### config.mk
export PLATFORM = sky130hd
export DESIGN_NAME = dsss_sequencer
export DESIGN_NICKNAME = d
export VERILOG_FILES = /design/src/dsss_pkg.sv /design/src/dsss_stop_ramp.sv /design/src/dsss_sequencer.sv
export SDC_FILE = /design/constraint.sdc
export NUM_CORES = 1
export LEC_CHECK = 0
export BUFFER_PORTS_ARGS = -buffer_cell sky130_fd_sc_hd__buf_4
export CORE_ASPECT_RATIO = 1.1
export CORE_UTILIZATION = 35
export DETAILED_ROUTE_END_ITERATION = 10
export PLACE_DENSITY = 0.52
export RECOVER_POWER = 25
export SYNTH_ARGS = -nofsm -noshare
export SYNTH_HDL_FRONTEND = slang
export SYNTH_SLANG_ARGS = --single-unit
### constraint.sdc
create_clock -name sys_clk -period 27.4 [get_ports sys_clk]
set_clock_uncertainty 0.2 [all_clocks]
set_input_delay 0 -clock sys_clk [delete_from_list [all_inputs] [get_ports sys_clk]]
set_output_delay 0 -clock sys_clk [all_outputs]
set_load 0.01 [all_outputs]
### src/dsss_pkg.sv
// Constants and carrier types for the drive start/stop sequencer.
// Assumes a 25 MHz system clock and a classic Wishbone master with 32-bit data.
package dsss_pkg;

   localparam int DW = 16;

   // Register byte offsets
   localparam logic [7:0] OFS_CTRL     = 8'h00;
   localparam logic [7:0] OFS_NRM_MS   = 8'h04;
   localparam logic [7:0] OFS_QCK_MS   = 8'h08;
   localparam logic [7:0] OFS_QCK_CAP  = 8'h0c;
   localparam logic [7:0] OFS_ZERO_THR = 8'h10;
   localparam logic [7:0] OFS_INCH1    = 8'h14;
   localparam logic [7:0] OFS_INCH2    = 8'h18;
   localparam logic [7:0] OFS_CRAWL    = 8'h1c;
   localparam logic [7:0] OFS_RUN_SPD  = 8'h20;
   localparam logic [7:0] OFS_HOLD_MS  = 8'h24;
   localparam logic [7:0] OFS_STATUS   = 8'h28;
   localparam logic [7:0] OFS_DEMAND   = 8'h2c;

   // Control register bit positions
   localparam int CTRL_HOLD_ZERO  = 0;
   localparam int CTRL_INCH_SEL   = 1;
   localparam int CTRL_TRIP_RESET = 2;
   localparam int CTRL_REVERSE    = 3;

   // Values after reset
   localparam logic [15:0] RST_NRM_MS   = 16'h03e8;
   localparam logic [15:0] RST_QCK_MS   = 16'h01f4;
   localparam logic [15:0] RST_QCK_CAP  = 16'h4000;
   localparam logic [15:0] RST_ZERO_THR = 16'h0080;
   localparam logic [15:0] RST_INCH1    = 16'h0800;
   localparam logic [15:0] RST_INCH2    = 16'h1000;
   localparam logic [15:0] RST_CRAWL    = 16'h0400;
   localparam logic [15:0] RST_RUN_SPD  = 16'h0000;
   localparam logic [15:0] RST_HOLD_MS  = 16'h00c8;
   localparam logic [15:0] FULL_CAP     = 16'hffff;

   // Timing: one millisecond of timer tick
   localparam int TICK_NS    = 1000000;
   localparam int CLK_NS     = 40;
   localparam int CYC_PER_MS = TICK_NS / CLK_NS;

   typedef enum logic [8:0] {
      ST_IDLE     = 9'h001,
      ST_RUN      = 9'h002,
      ST_CRAWL    = 9'h004,
      ST_JOG      = 9'h008,
      ST_JOG_HOLD = 9'h010,
      ST_STOP_NRM = 9'h020,
      ST_STOP_QCK = 9'h040,
      ST_COAST    = 9'h080,
      ST_TRIP     = 9'h100
   } dsss_state_t;

   typedef struct packed {
      logic enableTerminal;
      logic startRunTerminal;
      logic jogModeTerminal;
      logic controlledStopTerminal;
      logic freewheelStopTerminal;
   } dsss_term_t;

   typedef struct packed {
      logic [15:0] speedDemand;
      logic [15:0] currentCap;
      logic        reverseDir;
      logic        quench;
      logic        contactorClose;
      logic        loopsInhibit;
      logic        tripLatched;
   } dsss_drive_t;

   typedef struct packed {
      logic        holdZero;
      logic        inchSel;
      logic        reverseSel;
      logic [15:0] normalMs;
      logic [15:0] quickMs;
      logic [15:0] quickCap;
      logic [15:0] zeroThresh;
      logic [15:0] inch1;
      logic [15:0] inch2;
      logic [15:0] crawl;
      logic [15:0] runSpeed;
      logic [15:0] holdoffMs;
   } dsss_cfg_t;

   typedef struct packed {
      logic [31:0] acc;
      logic [15:0] startValue;
      logic [15:0] value;
   } dsss_ramp_t;

endpackage

### src/dsss_stop_ramp.sv
// Linear ramp from a loaded value down to zero over a given number of cycles.
// Assumes the duration stays stable while the ramp runs.
`timescale 1ns/100ps
`default_nettype none
module dsss_stop_ramp
(
   // Clock and reset
   input  wire logic        sys_clk,
   input  wire logic        reset_n,
   // Control
   input  wire logic        load,
   input  wire logic [15:0] startValue,
   input  wire logic [31:0] durCycles,
   // Result
   output logic [15:0]      value,
   output logic             atZero
);

   dsss_pkg::dsss_ramp_t s;
   dsss_pkg::dsss_ramp_t next_s;
   logic [31:0]          sum;

   // Error accumulator: one LSB step each time the start value adds up to the duration.
   // A start value larger than the duration cannot step faster than one LSB a cycle;
   // the elapsed timer then finishes the stop.
   always_comb
   begin
      next_s = s;
      sum    = s.acc + {16'h0000, s.startValue};
      if (load)
      begin
         next_s.value      = startValue;
         next_s.startValue = startValue;
         next_s.acc        = 32'h0000_0000;
      end
      else if (s.value != 16'h0000)
      begin
         if (sum >= durCycles)
         begin
            next_s.value = s.value - 16'h0001;
            next_s.acc   = sum - durCycles;
         end
         else
         begin
            next_s.acc = sum;
         end
      end
   end

   always_ff @(posedge sys_clk)
   begin
      if (!reset_n)
         s <= '0;
      else
         s <= next_s;
   end

   assign value  = s.value;
   assign atZero = (s.value == 16'h0000);

endmodule // dsss_stop_ramp
`default_nettype wire

### src/dsss_sequencer.sv
// Start, stop and run-mode sequencer for a DC motor drive, Wishbone register slave.
// Assumes terminal, alarm and trip inputs are already synchronous to sys_clk.
`timescale 1ns/100ps
`default_nettype none
module dsss_sequencer
#(
   parameter int CYC_PER_MS = dsss_pkg::CYC_PER_MS
)
(
   // Clock and reset
   input  wire logic                sys_clk,
   input  wire logic                reset_n,
   // Wishbone slave
   input  wire logic                wb_cyc_i,
   input  wire logic                wb_stb_i,
   input  wire logic                wb_we_i,
   input  wire logic [7:0]          wb_adr_i,
   input  wire logic [3:0]          wb_sel_i,
   input  wire logic [31:0]         wb_dat_i,
   output logic [31:0]              wb_dat_o,
   output logic                     wb_ack_o,
   // Terminals and drive status
   input  wire dsss_pkg::dsss_term_t terminals,
   input  wire logic                alarmActive,
   input  wire logic                tripCondition,
   input  wire logic [15:0]         measuredSpeed,
   // Drive commands
   output dsss_pkg::dsss_drive_t    drive
);

   typedef struct packed {
      dsss_pkg::dsss_state_t state;
      dsss_pkg::dsss_cfg_t   cfg;
      dsss_pkg::dsss_drive_t drive;
      logic                  tripReset;
      logic                  wbAck;
      logic [31:0]           wbDat;
      logic [15:0]           msDiv;
      logic [15:0]           msCount;
   } dsss_seq_t;

   localparam logic [15:0] MS_LAST = 16'(CYC_PER_MS - 1);

   dsss_seq_t   s;
   dsss_seq_t   next_s;
   logic        access;
   logic        startOk;
   logic        jogOk;
   logic        crawlOk;
   logic        rampLoad;
   logic [15:0] rampValue;
   logic        rampAtZero;
   logic [15:0] rampMs;
   logic [31:0] rampCycles;
   logic [31:0] rdData;

   function automatic logic [15:0] laneWrite(input logic [15:0] old,
                                             input logic [15:0] wr,
                                             input logic [1:0]  sel);
      logic [15:0] r;
      r       = old;
      if (sel[0])
         r[7:0] = wr[7:0];
      if (sel[1])
         r[15:8] = wr[15:8];
      return r;
   endfunction

   // Quick ramp duration applies once a controlled stop is in force
   assign rampMs     = (next_s.state == dsss_pkg::ST_STOP_QCK) ? s.cfg.quickMs : s.cfg.normalMs;
   assign rampCycles = 32'(rampMs) * 32'(CYC_PER_MS);

   dsss_stop_ramp u_ramp
   (
      .sys_clk    (sys_clk),
      .reset_n    (reset_n),
      .load       (rampLoad),
      .startValue (s.drive.speedDemand),
      .durCycles  (rampCycles),
      .value      (rampValue),
      .atZero     (rampAtZero)
   );

   // Start qualifiers
   always_comb
   begin
      startOk = terminals.enableTerminal && terminals.startRunTerminal
                && !terminals.jogModeTerminal && !alarmActive
                && terminals.controlledStopTerminal
                && terminals.freewheelStopTerminal;
      jogOk   = terminals.enableTerminal && terminals.jogModeTerminal
                && !alarmActive && terminals.freewheelStopTerminal;
      crawlOk = terminals.startRunTerminal && terminals.jogModeTerminal
                && !terminals.enableTerminal && !alarmActive
                && terminals.freewheelStopTerminal;
   end

   // Register read mux
   always_comb
   begin
      rdData = 32'h0000_0000;
      case (wb_adr_i)
         dsss_pkg::OFS_CTRL:
         begin
            rdData[dsss_pkg::CTRL_HOLD_ZERO] = s.cfg.holdZero;
            rdData[dsss_pkg::CTRL_INCH_SEL]  = s.cfg.inchSel;
            rdData[dsss_pkg::CTRL_REVERSE]   = s.cfg.reverseSel;
         end
         dsss_pkg::OFS_NRM_MS:   rdData[15:0] = s.cfg.normalMs;
         dsss_pkg::OFS_QCK_MS:   rdData[15:0] = s.cfg.quickMs;
         dsss_pkg::OFS_QCK_CAP:  rdData[15:0] = s.cfg.quickCap;
         dsss_pkg::OFS_ZERO_THR: rdData[15:0] = s.cfg.zeroThresh;
         dsss_pkg::OFS_INCH1:    rdData[15:0] = s.cfg.inch1;
         dsss_pkg::OFS_INCH2:    rdData[15:0] = s.cfg.inch2;
         dsss_pkg::OFS_CRAWL:    rdData[15:0] = s.cfg.crawl;
         dsss_pkg::OFS_RUN_SPD:  rdData[15:0] = s.cfg.runSpeed;
         dsss_pkg::OFS_HOLD_MS:  rdData[15:0] = s.cfg.holdoffMs;
         dsss_pkg::OFS_STATUS:
         begin
            rdData[8:0]   = s.state;
            rdData[9]     = s.drive.tripLatched;
            rdData[10]    = s.drive.contactorClose;
            rdData[11]    = s.drive.quench;
            rdData[12]    = s.drive.loopsInhibit;
            rdData[13]    = s.drive.reverseDir;
            rdData[20:16] = terminals;
            rdData[21]    = alarmActive;
            rdData[22]    = tripCondition;
         end
         dsss_pkg::OFS_DEMAND:   rdData[15:0] = s.drive.speedDemand;
         default:                rdData = 32'h0000_0000;
      endcase
   end

   always_comb
   begin
      next_s           = s;
      next_s.wbAck     = 1'b0;
      next_s.tripReset = 1'b0;
      rampLoad         = 1'b0;
      access           = wb_cyc_i && wb_stb_i && !s.wbAck;

      // Bus access: ack one cycle after the strobe, unmapped writes ignored
      if (access)
      begin
         next_s.wbAck = 1'b1;
         next_s.wbDat = rdData;
         if (wb_we_i)
         begin
            case (wb_adr_i)
               dsss_pkg::OFS_CTRL:
               begin
                  if (wb_sel_i[0])
                  begin
                     next_s.cfg.holdZero   = wb_dat_i[dsss_pkg::CTRL_HOLD_ZERO];
                     next_s.cfg.inchSel    = wb_dat_i[dsss_pkg::CTRL_INCH_SEL];
                     next_s.cfg.reverseSel = wb_dat_i[dsss_pkg::CTRL_REVERSE];
                     next_s.tripReset      = wb_dat_i[dsss_pkg::CTRL_TRIP_RESET];
                  end
               end
               dsss_pkg::OFS_NRM_MS:
                  next_s.cfg.normalMs = laneWrite(s.cfg.normalMs, wb_dat_i[15:0], wb_sel_i[1:0]);
               dsss_pkg::OFS_QCK_MS:
                  next_s.cfg.quickMs = laneWrite(s.cfg.quickMs, wb_dat_i[15:0], wb_sel_i[1:0]);
               dsss_pkg::OFS_QCK_CAP:
                  next_s.cfg.quickCap = laneWrite(s.cfg.quickCap, wb_dat_i[15:0], wb_sel_i[1:0]);
               dsss_pkg::OFS_ZERO_THR:
                  next_s.cfg.zeroThresh =
                     laneWrite(s.cfg.zeroThresh, wb_dat_i[15:0], wb_sel_i[1:0]);
               dsss_pkg::OFS_INCH1:
                  next_s.cfg.inch1 = laneWrite(s.cfg.inch1, wb_dat_i[15:0], wb_sel_i[1:0]);
               dsss_pkg::OFS_INCH2:
                  next_s.cfg.inch2 = laneWrite(s.cfg.inch2, wb_dat_i[15:0], wb_sel_i[1:0]);
               dsss_pkg::OFS_CRAWL:
                  next_s.cfg.crawl = laneWrite(s.cfg.crawl, wb_dat_i[15:0], wb_sel_i[1:0]);
               dsss_pkg::OFS_RUN_SPD:
                  next_s.cfg.runSpeed = laneWrite(s.cfg.runSpeed, wb_dat_i[15:0], wb_sel_i[1:0]);
               dsss_pkg::OFS_HOLD_MS:
                  next_s.cfg.holdoffMs =
                     laneWrite(s.cfg.holdoffMs, wb_dat_i[15:0], wb_sel_i[1:0]);
               default:
                  next_s.cfg = s.cfg;
            endcase
         end
      end

      // Millisecond timer shared by the stop ramps and the contactor holdoff
      if (s.msDiv == MS_LAST)
      begin
         next_s.msDiv = 16'h0000;
         if (s.msCount != 16'hffff)
            next_s.msCount = s.msCount + 16'h0001;
      end
      else
      begin
         next_s.msDiv = s.msDiv + 16'h0001;
      end

      case (s.state)
         dsss_pkg::ST_IDLE:
         begin
            if (jogOk)
               next_s.state = dsss_pkg::ST_JOG;
            else if (crawlOk)
               next_s.state = dsss_pkg::ST_CRAWL;
            else if (startOk)
               next_s.state = dsss_pkg::ST_RUN;
         end
         dsss_pkg::ST_RUN, dsss_pkg::ST_CRAWL:
         begin
            // Stop requests checked in priority order
            if (!terminals.freewheelStopTerminal
                || (s.state == dsss_pkg::ST_RUN && !terminals.enableTerminal))
               next_s.state = dsss_pkg::ST_COAST;
            else if (!terminals.controlledStopTerminal)
               next_s.state = dsss_pkg::ST_STOP_QCK;
            else if (!terminals.startRunTerminal
                     || (s.state == dsss_pkg::ST_CRAWL && !terminals.jogModeTerminal))
               next_s.state = dsss_pkg::ST_STOP_NRM;
         end
         dsss_pkg::ST_JOG:
         begin
            if (!terminals.freewheelStopTerminal)
               next_s.state = dsss_pkg::ST_COAST;
            else if (!jogOk)
               next_s.state = dsss_pkg::ST_JOG_HOLD;
         end
         dsss_pkg::ST_JOG_HOLD:
         begin
            // Contactor stays in so a rapid jog toggle does not cycle it
            if (!terminals.freewheelStopTerminal)
               next_s.state = dsss_pkg::ST_COAST;
            else if (jogOk)
               next_s.state = dsss_pkg::ST_JOG;
            else if (s.msCount >= s.cfg.holdoffMs)
               next_s.state = dsss_pkg::ST_IDLE;
         end
         dsss_pkg::ST_STOP_NRM:
         begin
            if (!terminals.freewheelStopTerminal)
               next_s.state = dsss_pkg::ST_COAST;
            else if (!terminals.controlledStopTerminal)
               next_s.state = dsss_pkg::ST_STOP_QCK;
            else if (rampAtZero)
               next_s.state = dsss_pkg::ST_IDLE;
            else if (s.msCount > s.cfg.normalMs)
               next_s.state = dsss_pkg::ST_COAST;
         end
         dsss_pkg::ST_STOP_QCK:
         begin
            if (!terminals.freewheelStopTerminal)
               next_s.state = dsss_pkg::ST_COAST;
            else if (rampAtZero)
               next_s.state = dsss_pkg::ST_IDLE;
            else if (s.msCount > s.cfg.quickMs)
               next_s.state = dsss_pkg::ST_COAST;
         end
         dsss_pkg::ST_COAST:
         begin
            // A fresh start needs the run and jog requests dropped first
            if (!terminals.startRunTerminal && !terminals.jogModeTerminal)
               next_s.state = dsss_pkg::ST_IDLE;
         end
         dsss_pkg::ST_TRIP:
         begin
            if (s.tripReset && !tripCondition)
               next_s.state = dsss_pkg::ST_IDLE;
         end
         default:
            next_s.state = dsss_pkg::ST_IDLE;
      endcase

      // Trip latch: a trip in the reset cycle wins over the reset
      if (s.state == dsss_pkg::ST_TRIP && s.tripReset && !tripCondition)
         next_s.drive.tripLatched = 1'b0;
      if (tripCondition)
      begin
         next_s.drive.tripLatched = 1'b1;
         next_s.state             = dsss_pkg::ST_TRIP;
      end

      // Restart the timer whenever a state is entered; load the ramp only on entry to a stop state
      if (next_s.state != s.state)
      begin
         next_s.msDiv   = 16'h0000;
         next_s.msCount = 16'h0000;
         if (next_s.state == dsss_pkg::ST_STOP_NRM || next_s.state == dsss_pkg::ST_STOP_QCK)
            rampLoad = 1'b1;
      end

      // Drive commands follow the next state
      next_s.drive.currentCap     = dsss_pkg::FULL_CAP;
      next_s.drive.reverseDir     = 1'b0;
      next_s.drive.quench         = 1'b1;
      next_s.drive.contactorClose = 1'b0;
      next_s.drive.speedDemand    = 16'h0000;
      case (next_s.state)
         dsss_pkg::ST_RUN:
         begin
            next_s.drive.speedDemand    = s.cfg.runSpeed;
            next_s.drive.reverseDir     = s.cfg.reverseSel;
            next_s.drive.quench         = 1'b0;
            next_s.drive.contactorClose = 1'b1;
         end
         dsss_pkg::ST_CRAWL:
         begin
            next_s.drive.speedDemand    = s.cfg.crawl;
            next_s.drive.quench         = 1'b0;
            next_s.drive.contactorClose = 1'b1;
         end
         dsss_pkg::ST_JOG:
         begin
            next_s.drive.speedDemand    = s.cfg.inchSel ? s.cfg.inch2 : s.cfg.inch1;
            next_s.drive.quench         = 1'b0;
            next_s.drive.contactorClose = 1'b1;
         end
         dsss_pkg::ST_JOG_HOLD:
         begin
            next_s.drive.quench         = 1'b0;
            next_s.drive.contactorClose = 1'b1;
         end
         dsss_pkg::ST_STOP_NRM, dsss_pkg::ST_STOP_QCK:
         begin
            // Ramp output is stale in the load cycle, so hold the demand there
            next_s.drive.speedDemand    = rampLoad ? s.drive.speedDemand : rampValue;
            next_s.drive.reverseDir     = s.drive.reverseDir;
            next_s.drive.quench         = 1'b0;
            next_s.drive.contactorClose = 1'b1;
            if (next_s.state == dsss_pkg::ST_STOP_QCK)
               next_s.drive.currentCap = s.cfg.quickCap;
         end
         default:
         begin
            // Idle, coast and trip: output quenched, contactor open
            next_s.drive.quench         = 1'b1;
            next_s.drive.contactorClose = 1'b0;
         end
      endcase

      // Standstill: loops off near zero speed while hold-at-zero is selected
      next_s.drive.loopsInhibit = s.cfg.holdZero && (measuredSpeed < s.cfg.zeroThresh);
   end

   always_ff @(posedge sys_clk)
   begin
      if (!reset_n)
      begin
         s                      <= '0;
         s.state                <= dsss_pkg::ST_IDLE;
         s.cfg.normalMs         <= dsss_pkg::RST_NRM_MS;
         s.cfg.quickMs          <= dsss_pkg::RST_QCK_MS;
         s.cfg.quickCap         <= dsss_pkg::RST_QCK_CAP;
         s.cfg.zeroThresh       <= dsss_pkg::RST_ZERO_THR;
         s.cfg.inch1            <= dsss_pkg::RST_INCH1;
         s.cfg.inch2            <= dsss_pkg::RST_INCH2;
         s.cfg.crawl            <= dsss_pkg::RST_CRAWL;
         s.cfg.runSpeed         <= dsss_pkg::RST_RUN_SPD;
         s.cfg.holdoffMs        <= dsss_pkg::RST_HOLD_MS;
         s.drive.currentCap     <= dsss_pkg::FULL_CAP;
         s.drive.quench         <= 1'b1;
      end
      else
      begin
         s <= next_s;
      end
   end

   assign wb_ack_o = s.wbAck;
   assign wb_dat_o = s.wbDat;
   assign drive    = s.drive;

endmodule // dsss_sequencer
`default_nettype wire

==> results of run 1 <==
## placed cells by master (no fill, tap or decap), types with 60 or more instances in the layout
cell type	instances
xor2_1	69
xnor2_1	60
clkbuf_1	67
nand2_1	391
inv_1	184
o21ai_0	78
nand3_1	113
dfxtp_1	314
ha_1	221
nor2_1	180
buf_4	76
a21oi_1	243
## report_power, final
part	switching (mW)	internal, mW	total (mW)
combinational	0.252	0.155	0.407
sequential	0.0265	0.479	0.506
clock	0.228	0.337	0.565
## area by class of cell
type / count / area (um^2) / share of cell area (%)
repair buffers: 190 / 1300 / 5.24
well taps: 833 / 1040 / 4.19
flip-flops and latches: 314 / 6290 / 25.3
clock inverters: 19 / 238 / 0.956
inverters: 185 / 699 / 2.81
clock buffers: 52 / 1160 / 4.66
multi-input cells: 2053 / 14100 / 56.9
## synth_stat cells, types with 15 or more instances
cell	number	area [um^2]
nand2_1	391	1470
dfxtp_1	314	6290
a21oi_1	243	1220
ha_1	221	2770
inv_1	185	694
nor2_1	184	691
clkbuf_1	122	458
nand3_1	113	566
o21ai_0	79	395
buf_4	71	533
xor2_1	69	604
xnor2_1	60	526
a21o_1	46	345
mux2i_1	45	450
a221oi_1	41	359
nor3_1	40	200
fa_1	38	761
o2bb2ai_1	34	298
nand4_1	30	188
a211oi_1	29	218
o211ai_1	27	203
a31oi_1	26	163
nand2b_1	26	163
a22o_1	24	210
or3_1	22	138
and3_1	17	106
a22oi_1	16	120
nor4_1	16	100
a222oi_1	15	150
## sequential cells by signal, summed over array words and instances (netlist names)
name          count
drive            37
wb_dat_o         23
u_ramp.s         48
u_ramp.value     16
wb_ack_o          1
s               189
## through the flow
| stage | utilization [%] | hold slack [ns] |
|---|---|---|
| after floorplan | - | -0.0481 |
| after global placement | 37.1 | 0.112 |
| after detailed placement | 37.1 | 0.112 |
| after CTS | 40.1 | 0.0125 |
| after global routing | 39.7 | 0.0760 |
| final | 39.7 | 0.0469 |
## cell families (layout without fill, tap and decap cells)
logic type / count (synthesis) / in the layout
simple gates: 922 / 922
compound gates: 683 / 683
buf+inv: 401 / 446
flops: 314 / 314
fa+ha+maj: 259 / 259
xor+xnor: 129 / 129
mux: 51 / 51
other cells: 1 / 9
## layer usage
metal,up-vias,part of all wire (%),track usage [%]
li1,9772,-,-
met4,0,3.6,8.64
met2,683,48,40.5
met5,-,0,0
met3,170,5.8,3.46
met1,9829,43,29.6
## worst paths after layout
check | startpoint | endpoint | cells past startpoint
max | s[7] | u_ramp.value[3] | 36
min | wb_adr_i[6] | s[198] | 7
max reg2reg | s[7] | u_ramp.value[3] | 36
min reg2reg | s[16] | s[16] | 1
## worst reg2reg max path, delay by kind of cell (launching register included)
family                   cells  cell delay (ns)
flip-flops                   1             0.55
AO/OA/AOI/OAI               16             5.13
adder cells (fa/ha/maj)      8             3.06
buffers and inverters        3             0.43
AND/OR/NAND/NOR              7             1.78
XOR/XNOR                     2             0.34
## timing repair
action / CTS / global route
hold buffers: 48 / 0
endpoints found under the setup margin: 0 / 0
endpoints found under the hold margin: 183 / 0
==> metrics.md, run 1 <==
| Metric | Value |
|---|---|
| Post-Synth Simple-Gate Area | 19.1% |
| CTS tree | done |
| Final ANT Viol Nets | 0 |
| Fillcell total | 6,452 |
| Outcome | complete, but fails checks |
| Vias in the first global route | 19,700 |
| P per Cell Area | 59.5 nW/um^2 |
| Min setup slack post-route | ~16 ns |
| Antenna violations before repair | 1 |
| Min Tclk post-route | 11.57 ns |
| Ys Warns | 0 |
| Max Root-Sink Buffers | 3 |
| Synth cell types | 91 |
| Placement Cell Area | ~23,000 um^2 |
| Ys async rst share | 0% |
| Die Height | 266 um |
| Setup Crit Path Kind | reg -> reg |
| CP Buf/Inv Count | 3 |
| Syn Area/Cell | 8.06 um^2 |
| Clock H-tree levels | 2 |
| Startpoint Class | flop |
| Post-synth EDFFs | 0 |
| Post-DR wirelength/cell | 21.3 um |
| Max rail drop VDD | 53.8 uV |
| Final number of setup-violating endpoints | 0 |
| DIE AREA | about 65,000 um^2 |
| CP most frequent cell | ha_1 |
| Starting Density | 35.5% |
| Design Area, Final | about 25,000 um^2 |
| Post-Synth Adder-Cell Area | 15.9% |
| First-pass GRT wire length | about 120,000 um |
| Pre-CTS WS | approximately 16 ns |
| CP max stage cell | o21ai_0 |
| Clk sinks | around 310 |
| Register area share after synthesis | 28.3% |
| Clock transition at the registers of the reported paths | roughly 0.06 ns |
| I/O pin count | 142 |
| Port Buffers | 114 |
| Req. time, crit path | 27.68 ns |
| Pleak | 9.94 nW |
| Number of synthesized register bits | 314 |
| Skew-Pair Late Insertion Delay | 0.60 ns |
| Largest net degree at the start of global routing | 81 |
| Post_cts resized | 0 |
| Max cap viols | 2 |
| Synth Instances | ~2,800 |
| Vias | 20,500 |
| Final slew viol count | 56 |
| CP delay by family, top | compound AO/OA/AOI/OAI gates |
| Worst Tran Pin Value | 1.81 ns |
| Diode count | 0 |
| Arrival @ worst endpoint | 11.85 ns |
| Relative slew slack | -20.4% |
| Largest family of logic cells by synthesized area | compound AO/OA/AOI/OAI gates |
| Hold Fails Final Rpt | 0 |
| Compound-cell area share of the yosys netlist | 20.9% |
| DRC violations left | 0 |
| Std-Cell Rows | 96 |
| Starting DRC count in detailed routing | approximately 1,800 |
| Post-Layout Cell Count | about 3,600 |
| Top FF cell, synth | dfxtp_1 |
| HPWL after DPL | between 50,000 and 60,000 um |
| Unrepaired setup endpoints after global routing | no |
| Failing checks | max-capacitance violations, max-slew violations |
| Cts bufs inserted | 40 |
| Reg2Reg Setup Slack | 15.83 ns |
| Area grow syn2layout | 11.8% |
| Clock root buffer | clkbuf_16 |
| RD Place Congestion | approximately 0.96 |
| Core box area | 62,600 um^2 |
| Nets | 3,115 |
| Portion of netlist area occupied by mux cells | about 2.3% |
| Total Power | ~1.5 mW |
| Setup Total Neg Slack | 0 ns |
| # placed instances | around 3,500 |
| Max Fclk | 86.4 MHz |
| Via density | 5.61 |
| GRT Residual Overflow | 0 |
| CP Max Fanout | 33 |
| Hold WC Path Type | in -> reg |
| Post-Synth XOR/XNOR Area | 5.08% |
| Final Cycle Share | 42.2% |
| Cell area after synthesis | 22,200 um^2 |
| Detailed Routing Iterations Pass 1 | 7 |
| CP endpoint kind | flop |
| # Post-CTS Setup Buffers | 0 |
| Ratio of cells with drive above 1 in the final layout | between 7 and 8% |
| Final WL | a little under 80,000 um |
| DIE WIDTH | ~240 um |
| Crit-path max cell delay | a little under 1 ns |
| Gr usage total | 23.5% |
No activity file was read; power rests on OpenSTA's default activity.
==> inputs of run 2 (changes only) <==
--- a/config.mk
+++ b/config.mk
@@ -5,6 +5,7 @@
 export SDC_FILE = /design/constraint.sdc
 export NUM_CORES = 1
 export LEC_CHECK = 0
+export ABC_AREA = 1
 export BUFFER_PORTS_ARGS = -buffer_cell sky130_fd_sc_hd__buf_4
 export CORE_ASPECT_RATIO = 1.1
 export CORE_UTILIZATION = 35
==> constraint.sdc (replaced) <==
create_clock -name sys_clk -period 10.7 [get_ports sys_clk]
set_clock_uncertainty 0.2 [all_clocks]
set_input_delay 0 -clock sys_clk [delete_from_list [all_inputs] [get_ports sys_clk]]
set_output_delay 0 -clock sys_clk [all_outputs]
set_load 0.01 [all_outputs]
==> metrics.md, run 2 <==
| Metric | Value |
|---|---|
| Arrival @ worst endpoint | 9.95 ns (-1.90 ns) |
| Largest net degree at the start of global routing | 70 (-14%) |
| Ratio of cells with drive above 1 in the final layout | 7.63% (+0.48 points) |
| Worst Tran Pin Value | 2.02 ns (+0.211 ns) |
| Final slew viol count | 33 (-41%) |
| I/O pin count | 142 (unchanged) |
| Final core occ | 39.9% (+0.21 points) |
| Final WL | 76,300 um (-1.6%) |
| Reg2Reg Setup Slack | 1.0 ns (-14.83 ns) |
| Outcome | complete, but fails checks |
| CTS tree | done |
| Gr usage total | 22.8% (-0.64 points) |
| Starting DRC count in detailed routing | 1,657 (-7.8%) |
| # Post-CTS Setup Buffers | 0 (unchanged) |
| DRC violations left | 0 (unchanged) |
| Nets | 3,594 (+15%) |
| HPWL after DPL | 58,800 um (+1.6%) |
| GRT Residual Overflow | 0 (unchanged) |
| Antenna violations before repair | 0 (-1) |
| First-pass GRT wire length | 118,000 um (-0.32%) |
| Max Root-Sink Buffers | 3 (unchanged) |
| WL met1 | 34,600 um (+4.6%) |
| Cts bufs inserted | 37 (-7.5%) |
| Setup Crit Path Kind | reg -> reg |
| Ys async rst share | 0% (unchanged) |
| Design Area, Final | 25,600 um^2 (+2.9%) |
| Most common cell after layout, fill and taps aside | nand2_1 |
| Crit-path max cell delay | 0.54 ns (-0.43 ns) |
| RD Place Congestion | 0.895 (-6.6%) |
| Req. time, crit path | 10.95 ns (-16.73 ns) |
| Ys Warns | 0 (unchanged) |
| CP max stage cell | fa_1 |
| CP most frequent cell | nand2_1 |
| Clk sinks | 314 (unchanged) |
| Port Buffers | 114 (unchanged) |
| Pleak | 11.6 nW (+17%) |
| CP Max Fanout | 17 (-48%) |
| Startpoint Class | flop |
| Hold WC Path Type | in -> reg |
| Vias | 21,200 (+3.7%) |
| Synth Instances | 3,188 (+16%) |
| P per Cell Area | 103 nW/um^2 (+74%) |
| Die Height | 270 um (+1.4%) |
| Post-synth EDFFs | 0 (unchanged) |
| Post-synth top area share | 27.5% (-0.78 points) |
| Relative slew slack | -34.4% (-14 points) |
| Fillcell total | 6,957 (+7.8%) |
| Top FF cell, synth | dfxtp_1 |
| Final number of setup-violating endpoints | 0 (unchanged) |
| Post-synth top cells | nand2_1 (584), inv_1 (447), dfxtp_1 (314) |
| Max rail drop VDD | 102 uV (+89%) |
| Cell area after synthesis | 22,900 um^2 (+2.8%) |
| DIE AREA | 66,400 um^2 (+2.8%) |
| Number of synthesized register bits | 314 (unchanged) |
| Core box area | 64,100 um^2 (+2.4%) |
| Diode count | 0 (unchanged) |
| Most common cell in the synthesized netlist | nand2_1 |
| Register area share after synthesis | 27.5% (-0.78 points) |
| Top layer in use | met4 |
| Most area-hungry cell type in the Yosys netlist | dfxtp_1 |
| Synth area leaders | dfxtp_1 (27%), ha_1 (12%), nand2_1 (9.6%) |
| Clock H-tree levels | 2 (unchanged) |
| Post-DR wirelength/cell | 18.5 um (-13%) |
| Detailed Routing Iterations Pass 1 | 6 (-1) |
| Via density | 5.13 (-8.5%) |
| Hold Fails Final Rpt | 0 (unchanged) |
| Area grow syn2layout | 11.9% (about the same) |
| Largest regs | s: 189 flops, u_ramp.s: 48 flops, drive: 37 flops |
| Starting Density | 35.7% (+0.15 points) |
| Final ANT Viol Nets | 0 (unchanged) |
| CP endpoint kind | flop |
| Failing checks | max-capacitance violations, max-slew violations |
| Unrepaired setup endpoints after global routing | no |
| Synth cell types | 62 (-32%) |
| Skew-Pair Late Insertion Delay | 0.57 ns (-0.03 ns) |
| Max Fclk | 103 MHz (+19%) |
| Largest register FFs | 189 (unchanged) |
| DIE WIDTH | 246 um (+1.4%) |
| Clock transition at the registers of the reported paths | 0.06 ns (about the same) |
| Std-Cell Rows | 97 (+1.0%) |
| Vias in the first global route | 20,300 (+3.2%) |
| Top reg by flops | s |
| Setup Total Neg Slack | 0 ns (unchanged) |
| Most frequent cells in the layout | nand2_1 (584), inv_1 (448), dfxtp_1 (313) |
| DR WL met2 | 34,700 um (-6.8%) |
| Syn Area/Cell | 7.17 um^2 (-11%) |
| Final Cycle Share | 90.7% (+48 points) |
| Clock root buffer | clkbuf_16 |
| Min Tclk post-route | 9.70 ns (-1.87 ns) |
| Placement Cell Area | 24,100 um^2 (+3.9%) |
| DR WL met3 | 3280 um (-27%) |
| Max cap viols | 1 (-1) |
==> run 2: layout make-up <==
type,count,area [um^2],share of cell area (%)
Multi-Input combinational cell,2240,13800,54.1
Clock buffer,50,1010,3.97
Tap cell,841,1050,4.11
Timing Repair Buffer,203,1420,5.56
Sequential cell,314,6290,24.6
Clock inverter,16,205,0.802
Inverter,467,1770,6.91
==> run 2: critical path, delay by kind of cell, from the launching register on <==
family	cells	cell delay [ns]
flip-flops	1	0.33
AO/OA/AOI/OAI	14	2.65
adder cells (fa/ha/maj)	8	2.96
XOR/XNOR	1	0.19
AND/OR/NAND/NOR	20	2.37
buffers and inverters	7	0.88
==> run 2: layer usage <==
layer	vias to the layer above	GRT usage (%)
li1	10700	-
met5	-	0
met1	9836	30.0
met3	129	2.60
met2	524	37.2
met4	0	10.4
==> run 2: timing repair <==
item	4_1_cts	5_1_grt
resized for setup	0	6
hold buffers	48	0
endpoints found under the hold margin	226	0
setup endpoints to repair	0	44
==> run 2: power by group <==
group | internal, mW | switching (mW) | total (mW) | leakage, nW
combinational | 0.0447 | 0.100 | 0.145 | 8.50
sequential | 1.17 | 0.00266 | 1.17 | 2.53
clock | 0.768 | 0.560 | 1.33 | 0.602
total | 1.98 | 0.663 | 2.65 | 11.6
==> run 2: cells by family after synthesis <==
group                      Yosys count  share of synthesized area, %
AOI/OAI and AO/OA                  741                          18.8
xor gates and xnor gates           117                          4.48
adders and majority gates          259                          15.4
buffers and inverters              642                          12.1
DFF                                314                          27.5
other                                1                        0.0164
and+or+nand+nor                   1114                          21.6
==> run 2: path summary, 6_finish.rpt <==
check / to / cells past startpoint / from
setup reg to reg: u_ramp.value[3] / 50 / s[242]
setup / recovery: u_ramp.value[3] / 50 / s[242]
hold reg to reg: drive[19] / 2 / s[213]
hold / removal: wb_dat_o[11] / 8 / wb_adr_i[4]
==> run 2: per-stage QoR <==
| step | instances | total power [mW] | setup WS [ns] | hold slack, ns |
|---|---|---|---|---|
| 6_report | 4131 | 2.65 | 0.997 | 0.0431 |
| 5_1_grt | 4131 | 2.72 | 0.0539 | 0.0727 |
| 4_1_cts | 4131 | 2.67 | 0.650 | 0.00523 |
| 3_5_place_dp | 4017 | 1.34 | 0.707 | 0.0839 |
| 3_3_place_gp | 4017 | 1.34 | 0.796 | 0.0799 |
| 2_1_floorplan | 3196 | 1.28 | 2.34 | -0.0696 |
